==> src/mite_pkg.sv <==
package mite_pkg;

  // ********************************************************************
  // Widths
  // ********************************************************************
  localparam int PC_W = 10;
  localparam int DA_W = 7;
  localparam int IW   = 16;
  localparam int DW   = 8;
  localparam int SD   = 4;
  localparam int SP_W = 2;
  localparam int PH_W = 2;

  // ********************************************************************
  // Timing
  // ********************************************************************
  localparam int              CYC_CLKS = 4;
  localparam logic [PH_W-1:0] PH_LAST  = 2'h3;
  localparam logic [PH_W-1:0] PH_ADDR  = 2'h0;
  localparam logic [PH_W-1:0] PH_READ  = 2'h2;

  // ********************************************************************
  // Reset values and fixed addresses
  // ********************************************************************
  localparam logic [PC_W-1:0] PC_RST      = 10'h000;
  localparam logic [DW-1:0]   WORK_RST    = 8'h00;
  localparam logic [3:0]      FLAGS_RST   = 4'h0;
  localparam logic [DA_W-1:0] PC_LOW_ADDR = 7'h02;
  localparam logic [1:0]      TBL_PAGE    = 2'h3;

  // ********************************************************************
  // Flag positions
  // ********************************************************************
  localparam int F_Z  = 0;
  localparam int F_C  = 1;
  localparam int F_AC = 2;
  localparam int F_OV = 3;

  // ********************************************************************
  // Instruction fields
  // ********************************************************************
  localparam int B_CTL = 15;
  localparam int B_DST = 14;
  localparam int B_IMM = 13;
  localparam int B_TOW = 9;

  // ********************************************************************
  // Operation codes
  // ********************************************************************
  localparam logic [3:0] FN_ADD  = 4'h0;
  localparam logic [3:0] FN_ADC  = 4'h1;
  localparam logic [3:0] FN_SUB  = 4'h2;
  localparam logic [3:0] FN_SBC  = 4'h3;
  localparam logic [3:0] FN_AND  = 4'h4;
  localparam logic [3:0] FN_OR   = 4'h5;
  localparam logic [3:0] FN_XOR  = 4'h6;
  localparam logic [3:0] FN_PASA = 4'h7;
  localparam logic [3:0] FN_PASB = 4'h8;
  localparam logic [3:0] FN_INV  = 4'h9;
  localparam logic [3:0] FN_ADD1 = 4'hA;
  localparam logic [3:0] FN_SUB1 = 4'hB;
  localparam logic [3:0] FN_ROR  = 4'hC;
  localparam logic [3:0] FN_ROL  = 4'hD;
  localparam logic [3:0] FN_RORC = 4'hE;
  localparam logic [3:0] FN_ROLC = 4'hF;

  localparam logic [2:0] K_JUMP  = 3'h0;
  localparam logic [2:0] K_CALL  = 3'h1;
  localparam logic [2:0] K_SEXIT = 3'h2;
  localparam logic [2:0] K_IEXIT = 3'h3;
  localparam logic [2:0] K_BIT   = 3'h4;
  localparam logic [2:0] K_SKZ   = 3'h5;
  localparam logic [2:0] K_TAB   = 3'h6;
  localparam logic [2:0] K_HALT  = 3'h7;

  localparam logic [1:0] BO_CLR = 2'h0;
  localparam logic [1:0] BO_SET = 2'h1;
  localparam logic [1:0] BO_SZ  = 2'h2;
  localparam logic [1:0] BO_SNZ = 2'h3;
  localparam logic [1:0] SK_Z   = 2'h0;
  localparam logic [1:0] SK_IZ  = 2'h1;
  localparam logic [1:0] SK_DZ  = 2'h2;

  typedef enum logic [1:0] {CY_EXEC, CY_BUBBLE, CY_TABLE} mite_cyc_t;

endpackage

==> src/mite_alu_if.sv <==
`timescale 1ns/1ps
interface mite_alu_if;
  logic [3:0] func;
  logic [7:0] a;
  logic [7:0] b;
  logic [7:0] res;
  logic       cin;
  logic       z;
  logic       c;
  logic       ac;
  logic       ov;
  logic       upd_z;
  logic       upd_c;
  logic       upd_acov;
  modport core (output func, a, b, cin,
                input res, z, c, ac, ov, upd_z, upd_c, upd_acov);
  modport alu (input func, a, b, cin,
               output res, z, c, ac, ov, upd_z, upd_c, upd_acov);
endinterface

==> src/mite_core.sv <==
`timescale 1ns/1ps
// Behaviour
// - Instruction cycle is four clock periods; execution advances once each.
// - Most instructions one cycle; branch, call and table read take two.
// - Jump, call, subroutine exit and interrupt exit take one extra cycle.
// - Writing the PC low byte jumps there, costing one extra cycle.
// - Skip tests take one cycle, one more when the skip is taken.
// - Moves: memory to working, working to memory, constant to working.
// - Carry on add above 255; borrow on subtract below 0 via carry.
// - Increment and decrement change operand by one, to memory or working.
// - AND, OR, XOR and invert set zero flag on zero result.
// - Rotates shift one bit; through-carry forms move outgoing bit to carry.
// - Call saves the following address; exit resumes at it.
// - Jump loads the target and saves no return address.
// - Skips test a byte or one bit, then continue or bypass next.
// - Bit set and clear read, change one bit, write back.
// - Table read fetches program memory constants into data memory.
// - Halt instruction puts the core into power-down.
// - Add and subtract update Z, C, AC, OV; carry forms use carry.
module mite_core (
  // Clock, reset and enable
  input  wire logic                      ref_clk_in,
  input  wire logic                      sys_rst_in,
  input  wire logic                      clk_en_in,
  // Program memory
  input  wire logic [mite_pkg::IW-1:0]   prog_data_in,
  output logic      [mite_pkg::PC_W-1:0] prog_addr_out,
  // Data memory
  input  wire logic [mite_pkg::DW-1:0]   data_rd_in,
  output logic      [mite_pkg::DA_W-1:0] data_addr_out,
  output logic      [mite_pkg::DW-1:0]   data_wr_out,
  output logic                           data_we_out,
  // Power-down
  input  wire logic                      wake_in,
  output logic                           power_down_out,
  // Core state
  output logic                           cycle_start_out,
  output logic      [mite_pkg::DW-1:0]   working_out,
  output logic      [3:0]                flags_out,
  output logic      [mite_pkg::DW-1:0]   table_high_out
);

  // ********************************************************************
  // Declarations
  // ********************************************************************
  logic [mite_pkg::PH_W-1:0] phase_q;
  mite_pkg::mite_cyc_t       cyc_q;
  logic [mite_pkg::IW-1:0]   ir_q;
  logic [mite_pkg::PC_W-1:0] pc_q;
  logic [mite_pkg::PC_W-1:0] pc_cur;
  logic [mite_pkg::PC_W-1:0] stack_q [mite_pkg::SD];
  logic [mite_pkg::SP_W-1:0] sp_q;
  logic [mite_pkg::SP_W-1:0] sp_top;
  logic [mite_pkg::DW-1:0]   working_q;
  logic [mite_pkg::DW-1:0]   mdat_q;
  logic [mite_pkg::DW-1:0]   tbl_hi_q;
  logic [3:0]                flags_q;
  logic                      halt_q;
  logic                      wake_s1_q;
  logic                      wake_s2_q;
  logic                      start_q;
  logic [mite_pkg::DA_W-1:0] dm_addr_q;
  logic [mite_pkg::DA_W-1:0] tab_m_q;
  logic [mite_pkg::DW-1:0]   dm_wdata_q;
  logic                      dm_we_q;
  logic [mite_pkg::PC_W-1:0] pm_addr_q;
  logic                      tick;
  logic                      ph_end;
  logic                      commit;
  logic                      is_ctl;
  logic                      dst_mem;
  logic                      src_imm;
  logic [3:0]                fn;
  logic [2:0]                kind;
  logic [1:0]                sub;
  logic [2:0]                bidx;
  logic [mite_pkg::DA_W-1:0] m_addr;
  logic [mite_pkg::DW-1:0]   imm;
  logic [mite_pkg::DW-1:0]   bitv;
  logic [mite_pkg::DW-1:0]   wdata;
  logic [mite_pkg::PC_W-1:0] jtarget;
  logic                      wr_mem;
  logic                      wr_work;
  logic                      skip;
  logic                      jump;
  logic                      push;
  logic                      pop;
  logic                      halt_go;
  logic                      tab_go;

  mite_alu_if alu_bus ();

  mite_alu u_alu (
    .bus (alu_bus)
  );

  // ********************************************************************
  // Decode
  // ********************************************************************
  assign is_ctl  = ir_q[mite_pkg::B_CTL];
  assign dst_mem = ir_q[mite_pkg::B_DST];
  assign src_imm = ir_q[mite_pkg::B_IMM];
  assign fn      = ir_q[12:9];
  assign kind    = ir_q[14:12];
  assign sub     = ir_q[11:10];
  assign bidx    = ir_q[9:7];
  assign m_addr  = ir_q[6:0];
  assign imm     = ir_q[7:0];
  assign pc_cur  = pc_q - 1'b1;
  assign sp_top  = sp_q - 1'b1;
  assign tick    = clk_en_in && !halt_q;
  assign ph_end  = (phase_q == mite_pkg::PH_LAST);
  assign commit  = tick && ph_end && (cyc_q == mite_pkg::CY_EXEC);

  // ********************************************************************
  // Execute
  // ********************************************************************
  always_comb begin
    alu_bus.func = fn;
    alu_bus.a    = working_q;
    alu_bus.b    = (!is_ctl && src_imm) ? imm : mdat_q;
    alu_bus.cin  = flags_q[mite_pkg::F_C];
    bitv         = mdat_q;
    bitv[bidx]   = (sub == mite_pkg::BO_SET);
    wdata        = alu_bus.res;
    jtarget      = ir_q[mite_pkg::PC_W-1:0];
    wr_mem       = 1'b0;
    wr_work      = 1'b0;
    skip         = 1'b0;
    jump         = 1'b0;
    push         = 1'b0;
    pop          = 1'b0;
    halt_go      = 1'b0;
    tab_go       = 1'b0;
    if (!is_ctl) begin
      wr_mem  = dst_mem;
      wr_work = !dst_mem;
    end else begin
      unique case (kind)
        mite_pkg::K_JUMP: jump = 1'b1;
        mite_pkg::K_CALL: begin
          jump = 1'b1;
          push = 1'b1;
        end
        mite_pkg::K_SEXIT, mite_pkg::K_IEXIT: begin
          jump    = 1'b1;
          pop     = 1'b1;
          jtarget = stack_q[sp_top];
        end
        mite_pkg::K_BIT: begin
          unique case (sub)
            mite_pkg::BO_CLR, mite_pkg::BO_SET: begin
              wr_mem = 1'b1;
              wdata  = bitv;
            end
            mite_pkg::BO_SZ:  skip = !mdat_q[bidx];
            mite_pkg::BO_SNZ: skip = mdat_q[bidx];
          endcase
        end
        mite_pkg::K_SKZ: begin
          unique case (sub)
            mite_pkg::SK_IZ: alu_bus.func = mite_pkg::FN_ADD1;
            mite_pkg::SK_DZ: alu_bus.func = mite_pkg::FN_SUB1;
            default:         alu_bus.func = mite_pkg::FN_PASB;
          endcase
          skip    = alu_bus.z;
          wr_work = ir_q[mite_pkg::B_TOW];
          wr_mem  = !ir_q[mite_pkg::B_TOW] && (sub != mite_pkg::SK_Z);
        end
        mite_pkg::K_TAB:  tab_go = 1'b1;
        mite_pkg::K_HALT: halt_go = 1'b1;
      endcase
    end
    if (wr_mem && (m_addr == mite_pkg::PC_LOW_ADDR)) begin
      jump    = 1'b1;
      jtarget = {pc_cur[mite_pkg::PC_W-1:8], wdata};
      wr_mem  = 1'b0;
    end
  end

  // ********************************************************************
  // Cycle phase
  // ********************************************************************
  always_ff @(posedge ref_clk_in) begin
    if (sys_rst_in) begin
      phase_q <= mite_pkg::PH_ADDR;
    end else if (tick) begin
      phase_q <= ph_end ? mite_pkg::PH_ADDR : phase_q + 1'b1;
    end
  end
  always_ff @(posedge ref_clk_in) begin
    if (sys_rst_in) begin
      start_q <= 1'b0;
    end else if (clk_en_in) begin
      start_q <= halt_q ? wake_s2_q : ph_end && !(commit && halt_go);
    end
  end

  // ********************************************************************
  // Sequencing
  // ********************************************************************
  always_ff @(posedge ref_clk_in) begin
    if (sys_rst_in) begin
      cyc_q <= mite_pkg::CY_BUBBLE;
      pc_q  <= mite_pkg::PC_RST;
      ir_q  <= '0;
    end else if (tick && ph_end) begin
      unique case (cyc_q)
        mite_pkg::CY_EXEC: begin
          ir_q <= prog_data_in;
          if (jump) begin
            pc_q  <= jtarget;
            cyc_q <= mite_pkg::CY_BUBBLE;
          end else begin
            pc_q <= pc_q + 1'b1;
            if (skip) begin
              cyc_q <= mite_pkg::CY_BUBBLE;
            end else if (tab_go) begin
              cyc_q <= mite_pkg::CY_TABLE;
            end else begin
              cyc_q <= mite_pkg::CY_EXEC;
            end
          end
        end
        mite_pkg::CY_BUBBLE: begin
          ir_q  <= prog_data_in;
          pc_q  <= pc_q + 1'b1;
          cyc_q <= mite_pkg::CY_EXEC;
        end
        mite_pkg::CY_TABLE: cyc_q <= mite_pkg::CY_EXEC;
        default: cyc_q <= mite_pkg::CY_EXEC;
      endcase
    end
  end

  // ********************************************************************
  // Working register and flags
  // ********************************************************************
  always_ff @(posedge ref_clk_in) begin
    if (sys_rst_in) begin
      working_q <= mite_pkg::WORK_RST;
    end else if (commit && wr_work) begin
      working_q <= wdata;
    end
  end
  always_ff @(posedge ref_clk_in) begin
    if (sys_rst_in) begin
      flags_q <= mite_pkg::FLAGS_RST;
    end else if (commit && !is_ctl) begin
      if (alu_bus.upd_z) begin
        flags_q[mite_pkg::F_Z] <= alu_bus.z;
      end
      if (alu_bus.upd_c) begin
        flags_q[mite_pkg::F_C] <= alu_bus.c;
      end
      if (alu_bus.upd_acov) begin
        flags_q[mite_pkg::F_AC] <= alu_bus.ac;
        flags_q[mite_pkg::F_OV] <= alu_bus.ov;
      end
    end
  end

  // ********************************************************************
  // Return address stack
  // ********************************************************************
  always_ff @(posedge ref_clk_in) begin
    if (sys_rst_in) begin
      sp_q <= '0;
      for (int i = 0; i < mite_pkg::SD; i++) begin
        stack_q[i] <= mite_pkg::PC_RST;
      end
    end else if (commit && push) begin
      stack_q[sp_q] <= pc_q;
      sp_q          <= sp_q + 1'b1;
    end else if (commit && pop) begin
      sp_q <= sp_top;
    end
  end

  // ********************************************************************
  // Power-down
  // ********************************************************************
  always_ff @(posedge ref_clk_in) begin
    if (sys_rst_in) begin
      wake_s1_q <= 1'b0;
      wake_s2_q <= 1'b0;
    end else if (clk_en_in) begin
      wake_s1_q <= wake_in;
      wake_s2_q <= wake_s1_q;
    end
  end
  always_ff @(posedge ref_clk_in) begin
    if (sys_rst_in) begin
      halt_q <= 1'b0;
    end else if (clk_en_in) begin
      if (halt_q && wake_s2_q) begin
        halt_q <= 1'b0;
      end else if (commit && halt_go) begin
        halt_q <= 1'b1;
      end
    end
  end

  // ********************************************************************
  // Memory ports
  // ********************************************************************
  always_ff @(posedge ref_clk_in) begin
    if (sys_rst_in) begin
      pm_addr_q <= mite_pkg::PC_RST;
      dm_addr_q <= '0;
    end else if (tick && (phase_q == mite_pkg::PH_ADDR)) begin
      if (cyc_q == mite_pkg::CY_TABLE) begin
        pm_addr_q <= {mite_pkg::TBL_PAGE, working_q};
        dm_addr_q <= tab_m_q;
      end else begin
        pm_addr_q <= pc_q;
        dm_addr_q <= m_addr;
      end
    end
  end
  always_ff @(posedge ref_clk_in) begin
    if (sys_rst_in) begin
      mdat_q <= '0;
    end else if (tick && (phase_q == mite_pkg::PH_READ)) begin
      if (m_addr == mite_pkg::PC_LOW_ADDR) begin
        mdat_q <= pc_cur[7:0];
      end else begin
        mdat_q <= data_rd_in;
      end
    end
  end
  always_ff @(posedge ref_clk_in) begin
    if (sys_rst_in) begin
      tab_m_q  <= '0;
      tbl_hi_q <= '0;
    end else if (commit && tab_go) begin
      tab_m_q <= m_addr;
    end else if (tick && ph_end && (cyc_q == mite_pkg::CY_TABLE)) begin
      tbl_hi_q <= prog_data_in[15:8];
    end
  end
  always_ff @(posedge ref_clk_in) begin
    if (sys_rst_in) begin
      dm_we_q    <= 1'b0;
      dm_wdata_q <= '0;
    end else if (tick) begin
      dm_we_q <= ph_end && ((commit && wr_mem) ||
                 (cyc_q == mite_pkg::CY_TABLE));
      if (ph_end && (cyc_q == mite_pkg::CY_TABLE)) begin
        dm_wdata_q <= prog_data_in[7:0];
      end else if (commit) begin
        dm_wdata_q <= wdata;
      end
    end
  end

  // ********************************************************************
  // Outputs
  // ********************************************************************
  assign prog_addr_out   = pm_addr_q;
  assign data_addr_out   = dm_addr_q;
  assign data_wr_out     = dm_wdata_q;
  assign data_we_out     = dm_we_q;
  assign power_down_out  = halt_q;
  assign cycle_start_out = start_q;
  assign working_out     = working_q;
  assign flags_out       = flags_q;
  assign table_high_out  = tbl_hi_q;

endmodule // mite_core

==> src/mite_alu.sv <==
`timescale 1ns/1ps
module mite_alu (
  // Operands and results
  mite_alu_if.alu bus
);

  // ********************************************************************
  // Arithmetic, logic and rotate
  // ********************************************************************
  logic [8:0] sum;
  logic [4:0] lo;
  always_comb begin
    logic [7:0] bb;
    logic       ci;
    bb = bus.b;
    ci = 1'b0;
    unique case (bus.func)
      mite_pkg::FN_ADC: ci = bus.cin;
      mite_pkg::FN_SUB: begin
        bb = ~bus.b;
        ci = 1'b1;
      end
      mite_pkg::FN_SBC: begin
        bb = ~bus.b;
        ci = bus.cin;
      end
      default: ci = 1'b0;
    endcase
    sum = {1'b0, bus.a} + {1'b0, bb} + {8'h00, ci};
    lo  = {1'b0, bus.a[3:0]} + {1'b0, bb[3:0]} + {4'h0, ci};
    bus.res      = sum[7:0];
    bus.c        = sum[8];
    bus.ac       = lo[4];
    bus.ov       = (bus.a[7] == bb[7]) && (sum[7] != bus.a[7]);
    bus.upd_z    = 1'b1;
    bus.upd_c    = 1'b1;
    bus.upd_acov = 1'b1;
    unique case (bus.func)
      mite_pkg::FN_ADD, mite_pkg::FN_ADC,
      mite_pkg::FN_SUB, mite_pkg::FN_SBC: bus.res = sum[7:0];
      mite_pkg::FN_AND:  bus.res = bus.a & bus.b;
      mite_pkg::FN_OR:   bus.res = bus.a | bus.b;
      mite_pkg::FN_XOR:  bus.res = bus.a ^ bus.b;
      mite_pkg::FN_PASA: bus.res = bus.a;
      mite_pkg::FN_PASB: bus.res = bus.b;
      mite_pkg::FN_INV:  bus.res = ~bus.b;
      mite_pkg::FN_ADD1: bus.res = bus.b + 8'h01;
      mite_pkg::FN_SUB1: bus.res = bus.b - 8'h01;
      mite_pkg::FN_ROR:  bus.res = {bus.b[0], bus.b[7:1]};
      mite_pkg::FN_ROL:  bus.res = {bus.b[6:0], bus.b[7]};
      mite_pkg::FN_RORC: begin
        bus.res = {bus.cin, bus.b[7:1]};
        bus.c   = bus.b[0];
      end
      mite_pkg::FN_ROLC: begin
        bus.res = {bus.b[6:0], bus.cin};
        bus.c   = bus.b[7];
      end
    endcase
    if (bus.func > mite_pkg::FN_SBC) begin
      bus.upd_acov = 1'b0;
      bus.upd_c    = (bus.func == mite_pkg::FN_RORC) ||
                     (bus.func == mite_pkg::FN_ROLC);
      bus.upd_z    = (bus.func < mite_pkg::FN_PASA) ||
                     (bus.func == mite_pkg::FN_INV) ||
                     (bus.func == mite_pkg::FN_ADD1) ||
                     (bus.func == mite_pkg::FN_SUB1);
    end
    bus.z = (bus.res == 8'h00);
  end

endmodule // mite_alu

==> config.mk <==
export PLATFORM = sky130hd
export DESIGN_NAME = mite_core
export DESIGN_NICKNAME = d
export VERILOG_FILES = /design/src/mite_pkg.sv /design/src/mite_alu_if.sv /design/src/mite_core.sv /design/src/mite_alu.sv
export SDC_FILE = /design/constraint.sdc
export NUM_CORES = 1
export LEC_CHECK = 0
export BUFFER_PORTS_ARGS = -buffer_cell sky130_fd_sc_hd__buf_2
export CORE_MARGIN = 2
export CORE_UTILIZATION = 40
export CTS_BUF_LIST = sky130_fd_sc_hd__clkbuf_2
export DETAILED_ROUTE_END_ITERATION = 7
export PLACE_DENSITY = 0.55
export SLEW_MARGIN = 20
export SYNTH_ARGS = -nofsm -noshare
export SYNTH_HDL_FRONTEND = slang
export SYNTH_SLANG_ARGS = --single-unit
==> constraint.sdc <==
create_clock -name ref_clk_in -period 3.5 [get_ports ref_clk_in]
set_input_delay 0.7 -clock ref_clk_in [delete_from_list [all_inputs] [get_ports ref_clk_in]]
set_output_delay 0.7 -clock ref_clk_in [all_outputs]
set_load 0.005 [all_outputs]
==> flow_summary.ini <==
[pwr]
powerDensity_nw_per_um2 = 303
peakVddDrop_v = 0.000259
p_leak_uw = 0.00389
p_total_uw = 3040

[route]
wirelength_um = 28900
drtIter0Drc = 625
ant_nets = 0
drtPass1Iterations = 5
num_vias = 7878
wire_per_inst_um = 20.9
vias_per_cell = 5.68
remaining_drc_errors = 0

[logic_synthesis]
synth-compound-area-share_pct = 17.5
yosys.area.top_type_share_pct = 22.3
ys.flop_type = dfxtp_1
avgSynthCellArea_um2 = 8.75
netlist_top_cells_area = dfxtp_1 22%, edfxtp_1 14%, mux2i_1 5.6%, nand2_1 5.5%, nor2_1 5.2%
synthArstFlopShare_pct = 0
synth_xor_area_share_pct = 2.81
synth_area_leader_cell = dfxtp_1
synth_top_family_by_area = simple AND/OR/NAND/NOR gates
syn_nets = 1060
synth_mux_area_share_pct = 12.8
yosysSeqAreaShare_pct = 36.0
synth-simple-area-share_pct = 20.5
synth_edf_count = 40
yosysWarnings = 0
syn-instance-count = 997
syn_area_um2 = 8720
ys_types = 86
synth_seq_cells = 137
yosys.area_share.adder_pct = 5.19

[clock_tree]
clockBufferDepth = 2
clock_sinks = 137
numCtsBuffers = 17
cts_hold_buf = 0
cts.clk_slew.worst_paths_ps = 280
htreeDepth = 4
clk_latency_ps = 730
cts_setup_buffers = 0
cts_tree = built
cts_root_buf = clkbuf_2

[worst_setup_path]
r2r_start = ir_q[11]$_SDFFE_PP0P_
worstSetupPathType = flip-flop to flip-flop
crit_arrival_ps = 3990
worstPathMaxFanout = 11
worst_r2r_path_depth = 14
regToRegEndpoint = data_wr_out[1]$_SDFFE_PP0P_
cp-start-kind = flip-flop
cp-end-kind = flip-flop
required_ps = 4090
reg2reg_slack_ps = 100

[timing]
setup_viol = 0
tightest_slew_ps = 891
max_slew_margin_pct = 40.1
fin_setup_tns_ps = 0
max_freq_mhz = 295
fin_crit_ps = 3400
slew_violations = 0
period_share_pct = 97.0
finClkSkew_ps = 52.2
finalHoldViolations = 0

[min_path]
hold_class = input pin to flip-flop
whs_path_depth = 3
hold-path-endpoint = table_high_out[3]$_SDFFE_PP0P_
min-delay-start = prog_data_in[11]

[placed_design]
place_congestion = 0.967
hpwlAfterDp_um = 21500
dpl.cell_count = 1353
port_buffers = 75
place_area_um2 = 9690

[die]
floorplan.initialDensity_pct = 40.3
dieArea_um2 = 23000
die-height_um = 152
die_w_um = 152
ioPinCount = 76
rows = 54
core_um2 = 21600

[final_layout]
syn_to_final_growth_pct = 15.0
drive_above_1_share_pct = 23.5
final_util_pct = 46.4
design_area_um2 = 10000
finalNonFillerCells = 1387
num-nets-final = 1155

[grt]
grtUsageTotal_pct = 25.5
antenna_found_initial = 1
grt_first_pass_wirelength_um = 43900
grt-ovfl-total = 0
grt_max_degree = 50
first_global_vias = 7399

[outcome]
status = finished clean

[flow_run]
cap_violations = 0
## where the power goes
| group | internal (µW) | leakage (µW) | switching [µW] |
|---|---|---|---|
| Combinational | 93.1 | 0.00254 | 147 |
| Clock | 368 | 0.000157 | 741 |
| Sequential | 1670 | 0.00120 | 20.6 |
| Total | 2130 | 0.00389 | 908 |
## critical path: stages (launching register included)
cell,delay (ps)
dfxtp_1,420
buf_4,200
clkinv_1,120
ha_1,310
nand3_1,150
nand2_1,160
xnor2_1,160
ha_1,270
a221oi_1,300
a31oi_1,250
o21ai_1,470
buf_4,220
o211ai_1,80
o21ai_1,100
nor2_1,50
## worst max path at each step
stage | startpoint | to | cells past startpoint
6_report | ir_q[11]$_SDFFE_PP0P_ | data_wr_out[1]$_SDFFE_PP0P_ | 14
3_3_place_gp | ir_q[13]$_SDFFE_PP0P_ | pc_q[4]$_SDFFE_PP0P_ | 17
5_1_grt | ir_q[13]$_SDFFE_PP0P_ | pc_q[5]$_SDFFE_PP0P_ | 15
2_1_floorplan | ir_q[10]$_SDFFE_PP0P_ | data_wr_out[4]$_SDFFE_PP0P_ | 18
4_1_cts | ir_q[13]$_SDFFE_PP0P_ | pc_q[4]$_SDFFE_PP0P_ | 17
3_5_place_dp | ir_q[13]$_SDFFE_PP0P_ | data_wr_out[6]$_SDFFE_PP0P_ | 16
## Yosys cell counts, drive strengths merged, types with 4 or more instances
cell type and n:
nand3 20, nor2b 4, a311oi 11, mux2i 54, edfxtp 40, xnor2 26, or3 4, and2 19
o21a 4, inv 35, buf 18, nor3b 4, o31ai 6, nand2b 5, mux2 14, nor2 122
clkbuf 54, nand2 128, o21ai 37, o211ai 11, a31oi 8, ha 33, nand4 4, dfxtp 97
nor3 22, mux4 16, a22oi 6, a211oi 31, and3 30, a21oi 70, o22ai 6, nor4 8
## cells by family (layout without fill, tap and decap cells)
logic type               count (synthesis)  in the layout
AO/OA/AOI/OAI                          224            224
XOR/XNOR                                28             28
adder cells (fa/ha/maj)                 35             35
buffers and inverters                  108            216
flip-flops                             137            137
multiplexers                            84             84
other                                    0              2
AND/OR/NAND/NOR                        381            381
## what timing repair did
action / CTS / global route
endpoints found under the hold margin: 0 / 0
pin swaps: 0 / 1
endpoints found under the setup margin: 8 / 16
resized for setup: 4 / 14
gates cloned: 0 / 0
## cell type report
class                           count  area (µm²)
Multi-Input combinational cell    752        5190
Clock inverter                     15         189
Clock buffer                       17        85.1
Inverter                           36         135
Fill cell                        2181       11600
Sequential cell                   137        3150
Timing Repair Buffer              148         926
Antenna cell                        2        5.00
Tap cell                          280         350
## flip-flops by register name, indices dropped and copies added (netlist names)
name / cells
data_we_out: 1
working_out: 8
mdat_q: 8
ir_q: 16
cyc_q: 2
phase_q: 2
wake_s1_q: 1
wake_s2_q: 1
stack_q: 40
table_high_out: 8
prog_addr_out: 10
sp_q: 2
data_wr_out: 8
cycle_start_out: 1
power_down_out: 1
tab_m_q: 7
data_addr_out: 7
pc_q: 10
flags_out: 4
## through the flow
| stage | hold WS (ps) | worst slack (ps) |
|---|---|---|
| 2_1_floorplan | 453 | 63.0 |
| 3_3_place_gp | 444 | 57.6 |
| 3_5_place_dp | 446 | -22.9 |
| 4_1_cts | 122 | 34.4 |
| 5_1_grt | 105 | -17.4 |
| 6_report | 169 | 105 |
## cell usage in the layout, fill, tap and decap left out, types with 22 or more instances in the layout
cell / n
and3_1: 29
mux2i_1: 48
buf_4: 74
nor2_1: 119
a211oi_1: 29
buf_2: 74
xnor2_1: 25
edfxtp_1: 40
inv_1: 28
dfxtp_1: 96
a21oi_1: 68
o21ai_0: 22
nand2_1: 127
ha_1: 33
## layer usage
| metal | global-route usage, % | up-vias | share of wire, % |
|---|---|---|---|
| li1 | - | 3781 | - |
| met1 | 34.8 | 3785 | 45 |
| met2 | 41.1 | 270 | 47 |
| met3 | 4.91 | 42 | 6.2 |
| met4 | 7.31 | 0 | 2.4 |
| met5 | 0 | - | 0 |
Note: power is estimated with default switching activity, not from simulation.
